### config.mk
export PLATFORM = sky130hd
export DESIGN_NAME = dpmb_host
export DESIGN_NICKNAME = d
export VERILOG_FILES = /design/src/hw/dpmb_pkg.sv /design/src/hw/dpmb_host.sv /design/src/hw/dpmb_rdbuf.sv
export SDC_FILE = /design/constraint.sdc
export NUM_CORES = 1
export LEC_CHECK = 0
export BUFFER_PORTS_ARGS = -buffer_cell sky130_fd_sc_hd__buf_2
export CORE_UTILIZATION = 52
export CTS_CLUSTER_SIZE = 24
export DETAILED_ROUTE_END_ITERATION = 12
export PLACE_DENSITY = 0.91
export SETUP_SLACK_MARGIN = 0.2
export SYNTH_ARGS = -nofsm -noshare
export SYNTH_HDL_FRONTEND = slang
export SYNTH_SLANG_ARGS = --single-unit
### constraint.sdc
create_clock -name ref_clk -period 2.4 [get_ports ref_clk]
set_clock_uncertainty 0.05 [all_clocks]
set_input_delay 0.36 -clock ref_clk [delete_from_list [all_inputs] [get_ports ref_clk]]
set_output_delay 0.36 -clock ref_clk [all_outputs]
set_load 0.05 [all_outputs]
### src/hw/dpmb_pkg.sv
package dpmb_pkg;
  // Geometry
  localparam int ADDR_W     = 15;
  localparam int DATA_W     = 9;
  localparam logic [14:0] MBOX_RIGHT = 15'h7FFF;
  localparam logic [14:0] MBOX_LEFT  = 15'h7FFE;
  // Timing in ns, at 50 MHz
  localparam int CLK_NS        = 20;
  localparam int SETUP_NS      = 15; // address/select set-up before write pulse
  localparam int PULSE_NS      = 15; // write or read pulse width
  localparam int BUSY_SETTLE_NS = 20; // busy settle after select
  localparam int FLOW_NS       = 30; // flowthrough_delay
  localparam int SETUP_CYC  = (SETUP_NS + CLK_NS - 1) / CLK_NS;
  localparam int PULSE_CYC  = (PULSE_NS + CLK_NS - 1) / CLK_NS;
  localparam int SETTLE_CYC = (BUSY_SETTLE_NS + FLOW_NS + CLK_NS - 1) / CLK_NS;
  localparam int HOLD_CYC   = 1;

  // Host request
  typedef struct packed {
    logic        write;
    logic        token;  // access semaphore latch instead of array
    logic [14:0] addr;
    logic [8:0]  wdata;
  } dpmb_req_type;

  // Pins toward one device port
  typedef struct packed {
    logic        selN;
    logic        tokenSelN;
    logic        rwN;
    logic        oeN;
    logic [14:0] addr;
  } dpmb_pins_type;
endpackage

### src/hw/dpmb_host.sv
`timescale 1ns/1ps
module dpmb_host
  import dpmb_pkg::*;
#(
  parameter int SETTLE = SETTLE_CYC
) (
  // Clock and reset
  input  wire logic                   ref_clk,
  input  wire logic                   rstn,
  // Request side
  input  wire dpmb_pkg::dpmb_req_type req,
  input  wire logic                   reqValid,
  output logic                        reqReady,
  output logic                        done,
  output logic                        lostArb,
  output logic [8:0]                  rdata,
  // Device port pins
  output dpmb_pkg::dpmb_pins_type     pins,
  input  wire logic [8:0]             dataIn,
  output logic [8:0]                  dataOut,
  output logic                        dataOe,
  input  wire logic                   busyN,
  input  wire logic                   mailIntN,
  // Status
  output logic                        mailPending
);
  import dpmb_pkg::*;

  typedef enum logic [5:0] {
    S_IDLE   = 6'h01,
    S_SETUP  = 6'h02,
    S_SETTLE = 6'h04,
    S_PULSE  = 6'h08,
    S_HOLD   = 6'h10,
    S_DONE   = 6'h20
  } dpmb_state_type;

  dpmb_state_type state;
  dpmb_req_type   cur;
  dpmb_pins_type  next_pins;
  logic [7:0]     cnt;
  logic           capture;
  logic           take;
  logic           cntZero;
  logic           selPhase;
  logic           pulseStart;
  logic           writeGate;

  // Read data register
  dpmb_rdbuf #(.W(9)) dpmb_rdbuf_i (
    .ref_clk (ref_clk),
    .rstn    (rstn),
    .load    (capture),
    .din     (dataIn),
    .dout    (rdata)
  );

  // Phase decode shared by sequencer and pin drive
  assign take       = reqValid && reqReady;
  assign cntZero    = (cnt == 8'h00);
  assign selPhase   = (state == S_SETTLE) || (state == S_PULSE);
  assign pulseStart = (state == S_PULSE) && (cnt == 8'(PULSE_CYC));
  assign capture    = (state == S_PULSE) && !cur.write && cntZero;
  // Busy low holds rw high; slave follows master outcome
  assign writeGate  = cur.write && (state == S_PULSE) && busyN;

  // Request latch, loaded on the accepting edge
  always_ff @(posedge ref_clk) begin
    if (!rstn) begin
      cur <= '0;
    end else if (take) begin
      cur <= req;
    end
  end

  // Sequencer: address stable with rw high, then select, then pulse
  always_ff @(posedge ref_clk) begin
    if (!rstn) begin
      state <= S_IDLE;
      cnt   <= 8'h00;
    end else begin
      case (state)
        S_IDLE: begin
          if (take) begin
            cnt   <= 8'(SETUP_CYC - 1);
            state <= S_SETUP;  // address moves while rw high
          end
        end
        S_SETUP: begin
          if (cntZero) begin
            cnt   <= 8'(SETTLE - 1);
            state <= S_SETTLE;
          end else begin
            cnt <= cnt - 8'h01;
          end
        end
        S_SETTLE: begin
          // Let busy settle and flowthrough pass before acting
          if (cntZero) begin
            cnt   <= 8'(PULSE_CYC);
            state <= S_PULSE;
          end else begin
            cnt <= cnt - 8'h01;
          end
        end
        S_PULSE: begin
          if (cntZero) begin
            cnt   <= 8'(HOLD_CYC - 1);
            state <= S_HOLD;  // rw and select rise together, ending write
          end else begin
            cnt <= cnt - 8'h01;
          end
        end
        S_HOLD: begin
          if (cntZero) begin
            state <= S_DONE;
          end else begin
            cnt <= cnt - 8'h01;
          end
        end
        S_DONE: begin
          state <= S_IDLE;
        end
        default: state <= S_IDLE;
      endcase
    end
  end

  // Ready only while idle, dropped on the accepting edge
  always_ff @(posedge ref_clk) begin
    if (!rstn) begin
      reqReady <= 1'b0;
    end else begin
      reqReady <= (state == S_IDLE) && !take;
    end
  end

  // One-cycle completion strobe
  always_ff @(posedge ref_clk) begin
    if (!rstn) begin
      done <= 1'b0;
    end else begin
      done <= (state == S_DONE);
    end
  end

  // Arbitration outcome, sampled once select has been low a cycle
  always_ff @(posedge ref_clk) begin
    if (!rstn) begin
      lostArb <= 1'b0;
    end else if (pulseStart) begin
      lostArb <= !busyN;  // busy low: other port won
    end
  end

  // Next pin levels from phase and request kind
  always_comb begin
    next_pins      = pins;
    next_pins.addr = (state == S_IDLE) ? pins.addr : cur.addr;
    // Select low from settle to pulse end; never both selects
    next_pins.selN      = !(!cur.token && selPhase);
    next_pins.tokenSelN = !(cur.token && selPhase);
    // rw low only inside pulse, after select, so outputs stay off
    next_pins.rwN = !writeGate;
    // Output enable only for reads
    next_pins.oeN = !(!cur.write && selPhase);
  end

  // Pin register, idle levels under reset
  always_ff @(posedge ref_clk) begin
    if (!rstn) begin
      pins <= '{selN: 1'b1, tokenSelN: 1'b1, rwN: 1'b1, oeN: 1'b1, addr: '0};
    end else begin
      pins <= next_pins;
    end
  end

  // Write data drive; token writes carry bit 0 only
  always_ff @(posedge ref_clk) begin
    if (!rstn) begin
      dataOut <= '0;
      dataOe  <= 1'b0;
    end else begin
      dataOut <= cur.token ? {8'h00, cur.wdata[0]} : cur.wdata;
      dataOe  <= cur.write && selPhase;
    end
  end

  // Mailbox interrupt seen from this port
  always_ff @(posedge ref_clk) begin
    if (!rstn) begin
      mailPending <= 1'b0;
    end else begin
      mailPending <= !mailIntN;
    end
  end
endmodule // dpmb_host

### src/hw/dpmb_rdbuf.sv
`timescale 1ns/1ps
// Small registered read-data holder
module dpmb_rdbuf #(
  parameter int W = 9
) (
  // Clock
  input  wire logic         ref_clk,
  input  wire logic         rstn,
  // Capture
  input  wire logic         load,
  input  wire logic [W-1:0] din,
  // Result
  output logic [W-1:0]      dout
);
  // Capture on load
  always_ff @(posedge ref_clk) begin
    if (!rstn) begin
      dout <= '0;
    end else if (load) begin
      dout <= din;
    end
  end
endmodule // dpmb_rdbuf

======== Yosys cells after proc, flatten, opt, wreduce, memory -nomap -nowiden ========
Cells that the tools add are included.
Widths: inputs -> output; s select.
word-level totals
  bits in registers ....................... 82
  input port bits ......................... 40
  output and inout port bits .............. 42
  word-level logic and storage cells ...... 72
operators by class
  add/sub/neg operators ................... 1
  equality and inequality tests ........... 13
  multiplexer cells ....................... 12
  bitwise gates (word level) .............. 1
  reductions and logical operators ........ 26
operators with widths
  operator             number
  $mux 8               5
  $pmux 8 s5           1
  $mux 6               5
  $pmux 6 s5           1
  $ne 2x2->1 const B   6
  $logic_and 1x1->1    11
  $logic_not 1->1      9
  $eq 8x1->1 const B   1
  $logic_not 8->1      1
  $sub 8x1->8 const B  1
  $eq 6x1->1 const B   1
  $eq 6x2->1 const B   1
  $eq 6x3->1 const B   1
  $eq 6x4->1 const B   1
  $eq 6x5->1 const B   1
  $eq 6x6->1 const B   1
  $reduce_and 5->1     1
  $reduce_bool 5->1    1
  $reduce_and 3->1     1
  $reduce_or 2->1      1
  $logic_or 1x1->1     1
  $not 1->1            1

======== Logic depth before layout (Yosys ltp) ========
  depth in word-level cells ............... 4
  gate-level depth with buffers ........... 9
  depth with buffers taken out ............ 7

======== Modules after synthesis ========
A second synthesis with hierarchy kept.
unflattened totals
  cells, all modules ...................... 364
  area, all modules ....................... 3196.8 sq um
by module, submodules not included
  module      instances  cells an instance  area an instance (sq um)  sequential area each (sq um)
  dpmb_host   1          336                2859.0                    1461.4
  dpmb_rdbuf  1          28                 337.8                     180.2

======== Least setup slack after synthesis ========
OpenSTA, ideal clock, no wires.
  kind .................................... reg-to-reg
  start ................................... register cnt[0]
  end ..................................... register state[1]
  library setup time ...................... 132 ps
  data arrival time ....................... 1823 ps
  required time ........................... 2218 ps
  setup slack ............................. 394 ps
  stages on the path, launching flop included .. 10
  path buffers ............................ 2
  clock period less this slack ............ 2006 ps
  path through ............................ dfxtp_1 -> inv_1 -> ha_1 -> nor4b_1 -> and2_1 -> buf_6 -> or4_4 -> buf_6 -> a21oi_2 -> a211oi_2
on the way
  cells in the longest elaborated chain, start to end .. 3
  elaborated cells on any way between the ends .. 6
  those cells by class .................... eq/ne (4); reduce/logical (2)
RTL lines
  item                                 RTL line         RTL
  start, declared                      dpmb_host.sv:41  logic [7:0] cnt;
  start signal, assigned               dpmb_host.sv:85  cnt <= 8'(SETUP_CYC - 1);
  start signal, assigned               dpmb_host.sv:91  cnt <= 8'(SETTLE - 1);
  start signal, assigned               dpmb_host.sv:94  cnt <= cnt - 8'h01;
  $logic_not 8->1 *                    dpmb_host.sv:60  assign cntZero = (cnt == 8'h00);
  $ne 2x2->1 (no source line)          --
  $reduce_and 5->1 (no source line) *  --
  end signal, assigned                 dpmb_host.sv:79  state <= S_IDLE;
  end signal, assigned                 dpmb_host.sv:86  state <= S_SETUP;
  end signal, assigned                 dpmb_host.sv:92  state <= S_SETTLE;
  end, declared                        dpmb_host.sv:38  dpmb_state_type state;
Every way passes the cells marked *; elsewhere a longest branch is shown, timed or not.
A chain may end at the register's enable or synchronous reset.

======== Worst setup path after layout ========
Ends and elaborated chain as after synthesis.

==> summary.md <==
| Metric | Value |
|---|---|
| Largest family of logic cells by synthesized area | simple AND/OR/NAND/NOR gates |
| Initial Utilization | between 50% and 60% |
| Worst Tran Pin Value | 0.718 ns |
| Initial antenna violation count | 0 |
| Worst Hold Class | in2reg |
| NetSw | around 680 uW |
| Setup CP Type | reg2reg |
| Vias in the first global route | 2533 |
| DP Wirelength | 4660 um |
| Min Hold Slack | 0.0957 ns |
| Largest area contributor in the netlist | dfxtp_1 |
| Routed Antenna Nets | 0 |
| Internal | between 2 and 2.5 mW |
| Total CTS buffers | 9 |
| Power share of the combinational group | approximately 8.6% |
| Crit Path Max Fanout | 8 |
| Post-placement cell count | 495 |
| Antenna cells | 0 |
| Critical Path Max Stage Delay | ~0.54 ns |
| Worst setup SP type | register |
| FMAX | roughly 480 MHz |
| Cells after Synth | between 300 and 400 |
| Syn_nets | 403 |
| Remaining DRCs | 0 |
| Worst path arrival time | 2.25 ns |
| Largest net degree at the start of global routing | 34 |
| Min-delay src | mailIntN |
| Fin nets | ~480 |
| Simple-gate share of the synthesized area | roughly a quarter |
| Routed via count | 2692 |
| Htree depth | 3 |
| Clock Root Buffer | clkbuf_8 |
| WHS Path Cells | 2 |
| CTS sink cnt | between 80 and 90 |
| Flop pwr share | between 50% and 60% |
| Die Width | 79.5 um |
| Routed wire per std cell | 13.9 um |
| Fin. Hold Viols | 0 |
| CP Cell Sequence | inv_1 -> ha_1 -> nor4b_1 -> and2_2 -> or4_4 -> a21oi_2 -> a211oi_2 |
| Die area | between 0.006 and 0.007 mm2 |
| First-pass GRT wire length | 11500 um |
| Crit path depth | 7 |
| Max Cap Viol | 0 |
| Most common cell in the netlist | nand2_1 |
| Top delay family on crit path | simple AND/OR/NAND/NOR gates |
| Clk slew on worst S/H paths | 0.08 ns |
| Clk Latency, worst-skew pair | ~0.36 ns |
| Fin cells | 509 |
| Power consumption | roughly 2.8 mW |
| Port Buffer Count | 81 |
| Synthesized flop and latch total | 82 |
| Final Max Slew Viols | 0 |
| Clock network power share | about 41% |
| Worst rel slew slack | between 50% and 60% |
| Tcrit/Tclk final | between 80% and 90% |
| Bufs and invs on worst path | 1 |
| Largest cells by area after synthesis | dfxtp_1, nand2_1, a21oi_1 |
| VDD IR-drop max | 0.404 mV |
| Capturing point of the worst reg2reg path | state[1] |
| Share of cells above drive strength 1 | 26.8% |
| # setup viols final | 0 |
| Hold path endpoint | mailPending |
| CORE AREA | 0.00564 mm2 |
| Syn_area_per_cell | a little under 9 um2 |
| Primary FF master, synth | dfxtp_1 |
| GRT Residual Overflow | 0 |
| Post-synth top area share | around 53% |
| Synth Area in XOR/XNOR | 1.40% |
| Setup tns final | 0 ns |
| Total GRT Usage | 23.9% |
| Synth Area in Compound Gates | approximately 14% |
| Pwr per Cell Area | 751 mW/mm2 |
| EDFF count, synth | 0 |
| FF-to-FF Start | cnt[0] |
| Layout Area Growth over Synthesis | 20.9% |
| Drt via density | around 5.3 |
| Slowest cell on crit path | or4_4 |
| Post-Synth Adder-Cell Area | 1.20% |
| Commonest cells in the synthesized netlist | nand2_1, dfxtp_1, a21oi_1 |
| Multiplexer share of the synthesized area | 0.641% |
| R2R setup slack | around 0.32 ns |
| Final core occ | 67.0% |
| Max clock buf depth | 2 |
| Row cnt | 27 |
| Boundary Pins | 82 |
| Final min period | just over 2 ns |
| DRT Pass-1 Iters | 4 |
| Outcome | completed |
| Sequential-to-total area share from yosys stat | 52.5% |
| Final WL | between 7000 and 8000 um |
| Worst r2r path cells | 7 |
| Crit path required time | roughly 2.6 ns |
| Initial DRC count | between 100 and 150 |
| Die Y | 79.5 um |
| Synth warnings | 0 |
| Yosys cell types | 50 |
| Critical path capture point type | register |
| Gpl congestion | 0.811 |
| Leak | 1.66 nW |
| Cell area after synthesis | around 0.0031 mm2 |
| RSZ-0062 raised after global routing | no |
| Switching fraction of total power | a little under a quarter |
| Fraction of registers with async set/reset | 0% |
| CTS tree | yes |
[stage by stage]
step / setup WS (ns) / instance area, um2
3_5_place_dp: 0.325 / 3530
5_1_grt: 0.232 / 3780
6_report: 0.321 / 3780
4_1_cts: 0.243 / 3760
3_3_place_gp: 0.423 / 3530
2_1_floorplan: 0.394 / 3130
[state kept, by name, indices dropped and copies added, names as in the netlist, 6 cells and up]
signal             cells
state                  6
pins                  19
dpmb_rdbuf_i.dout      9
cur                   26
dataOut                9
cnt                    8
[how the worst max path moves through the flow]
stage | from | slack, ns | endpoint
final | cnt[0] | 0.32 | state[1]
after global routing | cnt[0] | 0.23 | state[3]
after global placement | cnt[0] | 0.42 | cnt[0]
after detailed placement | cnt[0] | 0.33 | cnt[0]
after floorplan | cnt[0] | 0.39 | state[1]
after CTS | cnt[0] | 0.24 | cnt[0]
[cells by family (layout without fill, tap and decap cells)]
group / Yosys count / count (layout)
AO/OA/AOI/OAI: 75 / 75
XOR/XNOR: 5 / 5
adder cells (fa/ha/maj): 3 / 3
buffers and inverters: 26 / 103
flip-flops: 82 / 82
multiplexers: 2 / 2
AND/OR/NAND/NOR: 167 / 167
[cells in the final DEF, fill, tap and decap left out, drive strengths merged, types with 2 or more instances in the layout]
master,count
a21oi,57
or3,2
clkbuf,9
mux2i,2
nor2,10
o21ai,2
nand3b,4
bufinv,3
a211oi,2
buf,86
o211ai,2
nor4b,4
nand4,2
inv,4
ha,3
dfxtp,82
nand2,110
or4,2
and3,2
xnor2,2
nor3,6
o2bb2ai,2
and2,13
nand2b,2
xor2,3
or2,2
nand3,2
and4b,2
a21o,4
[worst register-to-register path: stages (launching register included)]
cell	delay, ns
dfxtp_1	0.41
inv_1	0.11
ha_1	0.20
nor4b_1	0.15
and2_2	0.26
or4_4	0.54
a21oi_2	0.17
a211oi_2	0.05
[metal layers]
layer  global-route usage [%]  up-vias  share of wire [%]
li1                         -     1349                  -
met1                     28.5     1241                 43
met2                     38.6       90                 49
met3                     7.89       12                5.8
met4                     10.9        0                1.9
met5                        0        -                  0
[area by class of cell]
type                    count  area, um2
inverters                   3       11.3
clock inverters             5        104
well taps                  72       90.1
fillers                   431       1860
multi-input cells         252       1370
clock buffers               9        124
repair buffers             86        443
flip-flops and latches     82       1640
[what timing repair did]
item | CTS | global route
setup endpoints to repair | 0 | 17
gates resized for setup | 0 | 4
buffers inserted | 0 | 0
hold endpoints to repair | 0 | 0
hold buffers | 0 | 0
[power by group through the flow]
| stage | Clock (mW) | Sequential, mW | Combinational, mW |
|---|---|---|---|
| after floorplan | 0 | 1.49 | 0.122 |
| after global placement | 0 | 1.45 | 0.235 |
| after detailed placement | 0 | 1.45 | 0.240 |
| after CTS | 1.17 | 1.42 | 0.242 |
| after global routing | 1.24 | 1.43 | 0.267 |
| final | 1.17 | 1.42 | 0.245 |
(Power assumes the default switching activity.)
